**src/core/rcr_defines.svh**
```systemverilog
// Register addresses, field positions and reset values of the respiration control registers.
`ifndef RCR_DEFINES_SVH
`define RCR_DEFINES_SVH
`define RCR_ADDR_ONE 8'h09
`define RCR_ADDR_TWO 8'h0a
`define RCR_RESET_ONE 8'h02
`define RCR_RESET_TWO 8'h03
`define RCR_READ_NONE 8'h00
`define RCR_BIT_DEMOD 7
`define RCR_BIT_MOD 6
`define RCR_PH_HI 5
`define RCR_PH_LO 2
`define RCR_BIT_CMODE 0
`define RCR_BIT_CAL 7
`define RCR_BIT_FREQ 2
`define RCR_BIT_LEGREF 1
`define RCR_PH_TOP 3
`define RCR_PHASE_RESET 4'h0
`endif

```
**src/core/rcr_pkg.sv**
```systemverilog
// Types shared by the respiration control register bank.
`default_nettype none
package rcr_pkg;
    typedef logic [7:0] rcr_byte_t;
    typedef logic [3:0] rcr_phase_t;
    typedef struct packed {
        logic demodulator_enable;
        logic modulator_enable;
        rcr_phase_t demod_phase_code;
        rcr_phase_t phase_steps;
        logic resp_clock_mode;
        logic resp_clock_rate;
        logic offset_cal_enable;
        logic leg_drive_ref_internal;
    } rcr_ctrl_s;
endpackage : rcr_pkg
`default_nettype wire

```
**src/core/rcr_regs.sv**
```systemverilog
// Respiration control register bank with decoded control outputs.
//
// Behaviour
// RULE1 - Bit 7 of register one turns channel 1 demodulator on; reset off.
// RULE2 - Bit 6 of register one turns channel 1 modulator on; reset off.
// RULE3 - Bits 5:2 set demodulation phase, 11.25 degree steps at 32 kHz; reset 0000.
// RULE4 - At 64 kHz the top phase bit is ignored; 22.5 degree steps.
// RULE5 - Bit 0 of register one selects internal or external respiration clock.
// RULE6 - Bit 7 of register two enables offset calibration; reset disabled.
// RULE7 - With internal clock, bit 2 of register two picks 32 or 64 kHz.
// RULE8 - Software writes 1 to frequency select on parts lacking respiration.
// RULE9 - Bit 1 of register two selects internal leg drive reference; reset internal.
// RULE10 - Register one sits at address 09h, register two at 0Ah.
// RULE11 - Software keeps the fixed-value bits of both registers at their set values.
// RULE12 - A read returns the last written value of both registers.
`timescale 1ns/1ns
`default_nettype none
`include "rcr_defines.svh"
module rcr_regs (
    input wire logic I_CLK,
    input wire logic I_RESET,
    input wire logic [7:0] I_REG_ADDR,
    input wire logic I_REG_WR,
    input wire logic [7:0] I_REG_WDATA,
    input wire logic I_REG_RD,
    output logic [7:0] O_REG_RDATA,
    output logic O_REG_RVALID,
    output var rcr_pkg::rcr_ctrl_s O_CTRL
);
    rcr_pkg::rcr_byte_t resp_one_r;
    rcr_pkg::rcr_byte_t resp_two_r;
    rcr_pkg::rcr_byte_t resp_one_nxt;
    rcr_pkg::rcr_byte_t resp_two_nxt;
    rcr_pkg::rcr_byte_t rdata_r;
    logic rvalid_r;
    rcr_pkg::rcr_ctrl_s ctrl_r;

    // Decodes a register pair into the control outputs.
    function automatic rcr_pkg::rcr_ctrl_s decode(input rcr_pkg::rcr_byte_t one,
                                                  input rcr_pkg::rcr_byte_t two);
        rcr_pkg::rcr_ctrl_s c;
        logic rate64;
        rate64 = (one[`RCR_BIT_CMODE] == 1'b0) && two[`RCR_BIT_FREQ]; // RULE7
        c.demodulator_enable = one[`RCR_BIT_DEMOD]; // RULE1
        c.modulator_enable = one[`RCR_BIT_MOD]; // RULE2
        c.demod_phase_code = one[`RCR_PH_HI:`RCR_PH_LO]; // RULE3
        c.phase_steps = rate64 ? {one[`RCR_PH_HI-1:`RCR_PH_LO], 1'b0}
                               : one[`RCR_PH_HI:`RCR_PH_LO]; // RULE4
        c.resp_clock_mode = one[`RCR_BIT_CMODE]; // RULE5
        c.resp_clock_rate = rate64; // RULE7
        c.offset_cal_enable = two[`RCR_BIT_CAL]; // RULE6
        c.leg_drive_ref_internal = two[`RCR_BIT_LEGREF]; // RULE9
        return c;
    endfunction : decode

    // Next register values from the write port.
    always_comb begin
        resp_one_nxt = resp_one_r;
        resp_two_nxt = resp_two_r;
        if (I_REG_WR && I_REG_ADDR == `RCR_ADDR_ONE) begin // RULE10
            resp_one_nxt = I_REG_WDATA; // RULE12
        end
        if (I_REG_WR && I_REG_ADDR == `RCR_ADDR_TWO) begin // RULE10
            resp_two_nxt = I_REG_WDATA; // RULE12
        end
    end

    // Register one storage.
    always_ff @(posedge I_CLK) begin
        if (I_RESET) begin
            resp_one_r <= `RCR_RESET_ONE;
        end else begin
            resp_one_r <= resp_one_nxt;
        end
    end

    // Register two storage.
    always_ff @(posedge I_CLK) begin
        if (I_RESET) begin
            resp_two_r <= `RCR_RESET_TWO;
        end else begin
            resp_two_r <= resp_two_nxt;
        end
    end

    // Control outputs track the stored registers in the same cycle.
    always_ff @(posedge I_CLK) begin
        if (I_RESET) begin
            ctrl_r <= decode(`RCR_RESET_ONE, `RCR_RESET_TWO);
        end else begin
            ctrl_r <= decode(resp_one_nxt, resp_two_nxt);
        end
    end

    // Read port answers one cycle after the request; unmapped addresses read zero.
    always_ff @(posedge I_CLK) begin
        if (I_RESET) begin
            rdata_r <= `RCR_READ_NONE;
            rvalid_r <= 1'b0;
        end else begin
            rvalid_r <= I_REG_RD;
            if (!I_REG_RD) begin
                rdata_r <= `RCR_READ_NONE;
            end else if (I_REG_ADDR == `RCR_ADDR_ONE) begin
                rdata_r <= resp_one_r; // RULE12
            end else if (I_REG_ADDR == `RCR_ADDR_TWO) begin
                rdata_r <= resp_two_r; // RULE12
            end else begin
                rdata_r <= `RCR_READ_NONE;
            end
        end
    end

    assign O_REG_RDATA = rdata_r;
    assign O_REG_RVALID = rvalid_r;
    assign O_CTRL = ctrl_r;
endmodule : rcr_regs
`default_nettype wire

```
**config.mk**
```make
export PLATFORM = sky130hd
export DESIGN_NAME = rcr_regs
export DESIGN_NICKNAME = d
export VERILOG_FILES = /design/src/core/rcr_pkg.sv /design/src/core/rcr_regs.sv
export VERILOG_INCLUDE_DIRS = /design/src /design/src/core
export SDC_FILE = /design/constraint.sdc
export NUM_CORES = 1
export LEC_CHECK = 0
export ABC_AREA = 1
export BUFFER_PORTS_ARGS = -buffer_cell sky130_fd_sc_hd__buf_2
export CORE_UTILIZATION = 45
export CTS_BUF_LIST = sky130_fd_sc_hd__clkbuf_4
export CTS_CLUSTER_DIAMETER = 200
export DETAILED_ROUTE_END_ITERATION = 12
export GPL_TIMING_DRIVEN = 0
export PLACE_DENSITY = 0.82
export SLEW_MARGIN = 20
export SYNTH_ARGS = -nofsm -noshare
export SYNTH_HDL_FRONTEND = slang
export SYNTH_SLANG_ARGS = --single-unit
```
**constraint.sdc**
```tcl
create_clock -name I_CLK -period 1.7 [get_ports I_CLK]
set_input_delay 0.17 -clock I_CLK [delete_from_list [all_inputs] [get_ports I_CLK]]
set_output_delay 0.17 -clock I_CLK [all_outputs]
set_load 0.005 [all_outputs]
```
## Word-level counts from Yosys, hierarchy flattened

Cells that the tools add are included.

- Bitwise operators: 2
- Muxes and demuxes: 5
- Reduce and logical (&&, ||, !) cells: 5
- Equality and inequality tests: 2

Operator list:

| cell | number |
|---|---|
| 2-to-1 mux 8 bit | 4 |
| equality test 8 x 4 -> 1 bit, second input constant | 2 |
| 2-to-1 mux 4 bit | 1 |
| OR reduction 2 bit | 2 |
| logical AND 1 bit | 3 |
| NOT 1 bit | 2 |

- Register bits: 39
- Bits of input ports: 20

## Logic depth before layout (Yosys ltp)

- Depth in word-level cells: 6
- Gate-level depth with buffers: 10
- Gate-level depth less buffers: 9

## Worst setup path before layout

No wires, ideal clock.

- Path kind: input to register
- Start point: input port I_REG_ADDR[5]
- End point: register ctrl_r (netlist bit O_CTRL[4])
- Stages on the path: 7
- Setup time: 0.115 ns
- Buffers on the path: 0
- Arrival time: 0.950 ns
- Setup slack: 0.635 ns
- Cell sequence: nor2_1 > nand2_2 > nor2_4 > nand3_1 > nand2_1 > nand2_2 > and2_1

- Longest elaborated chain between the ends: 6
- Elaborated cells on any way between the ends: 9
- Those cells by class: 2 x eq/ne; 2 x mux; 1 x bitwise; 4 x reduce/logical

Ends and longest elaborated chain:

| item | line | source |
|---|---|---|
| start: declaration | rcr_regs.sv:22 | `input wire logic [7:0] I_REG_ADDR,` |
| equality test 8 x 4 -> 1 bit (no line) | -- |  |
| logical AND 1 bit (no line) | -- |  |
| 2-to-1 mux 8 bit | rcr_regs.sv:60 | `` if (I_REG_WR && I_REG_ADDR == `RCR_ADDR_ONE) begin `` |
| NOT 1 bit | rcr_regs.sv:43 | `` rate64 = (one[`RCR_BIT_CMODE] == 1'b0) && two[`RCR_BIT_FREQ]; `` |
| logical AND 1 bit | rcr_regs.sv:43 |  |
| OR reduction 2 bit (no line) | -- |  |
| end signal: assignment | rcr_regs.sv:89 | `` ctrl_r <= decode(`RCR_RESET_ONE, `RCR_RESET_TWO); `` |
| end signal: assignment | rcr_regs.sv:91 | `ctrl_r <= decode(resp_one_nxt, resp_two_nxt);` |
| end: declaration | rcr_regs.sv:36 | `rcr_pkg::rcr_ctrl_s ctrl_r;` |

Several ways; a longest one is shown, not always the timed one.
A chain may end at the register's enable or synchronous reset.

==> impl_results.md <==
- Multi-input logic area: approximately 520 um^2
- Number of diodes: 0
- Largest net degree at the start of global routing: 11
- Core footprint: about 2700 um^2
- GR Overflow Total: 0
- WL/cell: between 10 and 15 um
- Least-Margin Pin Slew: between 0.4 and 0.5 ns
- Hold_buf cts: 0
- Synth cell count leaders: 59 x nand2_1, 30 x dfxtp_1, 15 x a21oi_1, 15 x nor2_1, 13 x inv_1
- Ys Warns: 0
- Setup TNS: 0 ns
- Antenna violations before repair: 0
- Routed Wire Length: around 2.6 mm
- Via density: about 4.6
- Hold WC Path Type: in2reg
- Yosys top cell area share: between 40 and 50%
- FMAX: ~900 MHz
- Mapped Nets: 194
- Top cells by area, synth: dfxtp_1 47%, nand2_1 17%, a21oi_1 5.8%
- Setup Fix Bufs, Post-CTS: 0
- Post-CTS sizing: 0
- Share of layout cells above drive strength 1: 33.2%
- Clock sinks: 30
- Vias: ~1200
- Clock Skew: around 0.0044 ns
- Place WS: slightly below 0.4 ns
- CP endpoint kind: primary output
- Crit path arrival time: 0.95 ns
- CP max FO: 4
- CTS max path bufs: 2
- First-pass GRT wire length: 4.66 mm
- Rows: 19
- Initial Utilization: 47.0%
- Sw frac: about a quarter
- Max Cap Viol: 0
- Post-synthesis cell area: roughly 1300 um^2
- Slew Viols, Final: 0
- Sw power: 285 uW
- Relative slew margins: just under 70%
- Peak VDD IR: around 0.00060 V
- IO Pins: 43
- CTS Buf Count: 5
- Input/output buffers: 41
- Gate power share: approximately 5.3%
- Starting DRC count in detailed routing: 27
- Sequential Area: around 600 um^2
- Seq/Total Area, Yosys: 46.8%
- TritonCTS clock tree: yes
- DIE WIDTH: around 55 um
- Clock power share: a little over a third
- Yosys top cell by area: dfxtp_1
- All-Layer GR Usage: between 10% and 20%
- Leakage: ~0.8 nW
- Crit Path Class: reg2out
- Fin. Hold Viols: 0
- Tmin final: 1.12 ns
- Die area: roughly 3100 um^2
- Clock slew at reported path FFs: approximately 0.09 ns
- Dpl hpwl: ~1.9 mm
- WP data required: 1.53 ns
- H-tree levels: 2
- Drt first pass iters: 4
- Post-route DRC: 0
- Final setup violation count: 0
- Sequential share of power: 59.5%
- RSZ-0062 raised after global routing: no
- EDFF count, synth: 0
- Status: finished clean
- Clock Latency Late Sink: about 0.33 ns
- PD cells: between 700 and 800 nW/um^2
- Die height: about 55 um
- Layout area overhead: 23.2%
- Int Pwr: 900 uW
- Worst setup margin: a little under 0.6 ns
- Synthesized area per cell: 7.38 um^2
- Synthesis-stage register bit count: 30
- Syn Inst Count: 174
- Most common cell in the netlist: nand2_1
- Final nets: approximately 240
- Async SR Flop Fraction: 0%
- Vias in the first global route: 1093
- Top_reg_cell synth: dfxtp_1
- Startpoint types: register
- Final Cycle Share: between 60% and 70%
- Fillers: between 200 and 300
- GP Congestion: about 0.77
- Yosys cell types: 20
- Post-detailed-route count of antenna-violating nets: 0
- CTS root buf: clkbuf_4
==> sequential cells by signal, summed over array words and instances (netlist names) <==
name,cells
O_CTRL,5
resp_one_r,8
resp_two_r,8
O_REG_RDATA,8
O_REG_RVALID,1
==> kinds of logic (layout without fill, tap and decap cells) <==
group / after synthesis / count (layout) / synth area share, %
buffers and inverters: 30 / 79 / 13.1
and+or+nand+nor: 98 / 98 / 33.7
DFF: 30 / 30 / 46.8
AOI/OAI and AO/OA: 16 / 16 / 6.43
==> critical path, cell delays in order, from the launching register on <==
cell and delay [ns]:
dfxtp_1 0.40, buf_4 0.13, buf_2 0.09
==> cells in the final DEF, fill, tap and decap left out <==
| cell type | count |
|---|---|
| clkinv_2 | 2 |
| dfxtp_1 | 30 |
| buf_2 | 42 |
| buf_6 | 2 |
| nand2_2 | 3 |
| clkinv_1 | 2 |
| nand3_4 | 1 |
| inv_1 | 13 |
| clkbuf_4 | 6 |
| and2_1 | 1 |
| o211ai_1 | 1 |
| clkbuf_1 | 1 |
| a21oi_1 | 15 |
| nand3_2 | 1 |
| buf_4 | 10 |
| inv_2 | 1 |
| nand2_1 | 59 |
| nor2_1 | 15 |
| nor2_2 | 5 |
| nand3_1 | 12 |
| nor2_4 | 1 |
==> stage by stage <==
stage	power, mW	util, %	area, um^2	cells	hold slack (ns)
after CTS	1.19	57.8	1580	254	0.0829
final	1.19	57.8	1580	254	0.0893
after global placement	0.784	55.9	1530	246	0.399
after detailed placement	0.785	55.9	1530	246	0.423
after floorplan	0.750	-	1280	174	0.283
after global routing	1.24	57.8	1580	254	0.0895
==> path summary, 6_finish.rpt <==
path / endpoint / slack [ns] / cells past startpoint / from
max: O_CTRL[3] / 0.58 / 2 / resp_one_r[0]
min: resp_two_r[1] / 0.09 / 3 / I_REG_WDATA[1]
max reg2reg: O_CTRL[4] / 0.81 / 5 / resp_one_r[0]
min reg2reg: resp_two_r[3] / 0.47 / 2 / resp_two_r[3]
==> per-layer routing <==
layer | global-route usage, % | vias up | routed length (um)
met4 | 8.57 | 0 | 44
met5 | 0 | - | 0
li1 | - | 629 | -
met2 | 32.4 | 26 | 1260
met1 | 23.1 | 516 | 1150
met3 | 4.92 | 8 | 110
==> power by group through the flow <==
stage | registers (mW) | logic [mW] | clock network, mW
after global placement | 0.722 | 0.0622 | 0
after global routing | 0.706 | 0.0723 | 0.459
after detailed placement | 0.722 | 0.0632 | 0
after floorplan | 0.722 | 0.0286 | 0
final | 0.705 | 0.0633 | 0.417
after CTS | 0.705 | 0.0634 | 0.421
==> layout make-up <==
cell class	count	area share, %
Buffer	14	6.72
Clock buffer	6	2.85
Clock inverter	2	0.554
Inverter	16	3.88
Multi-Input combinational cell	114	32.6
Sequential cell	30	38.0
Tap cell	31	2.45
Timing Repair Buffer	41	13.0
Note: power is estimated with default switching activity, not from simulation.
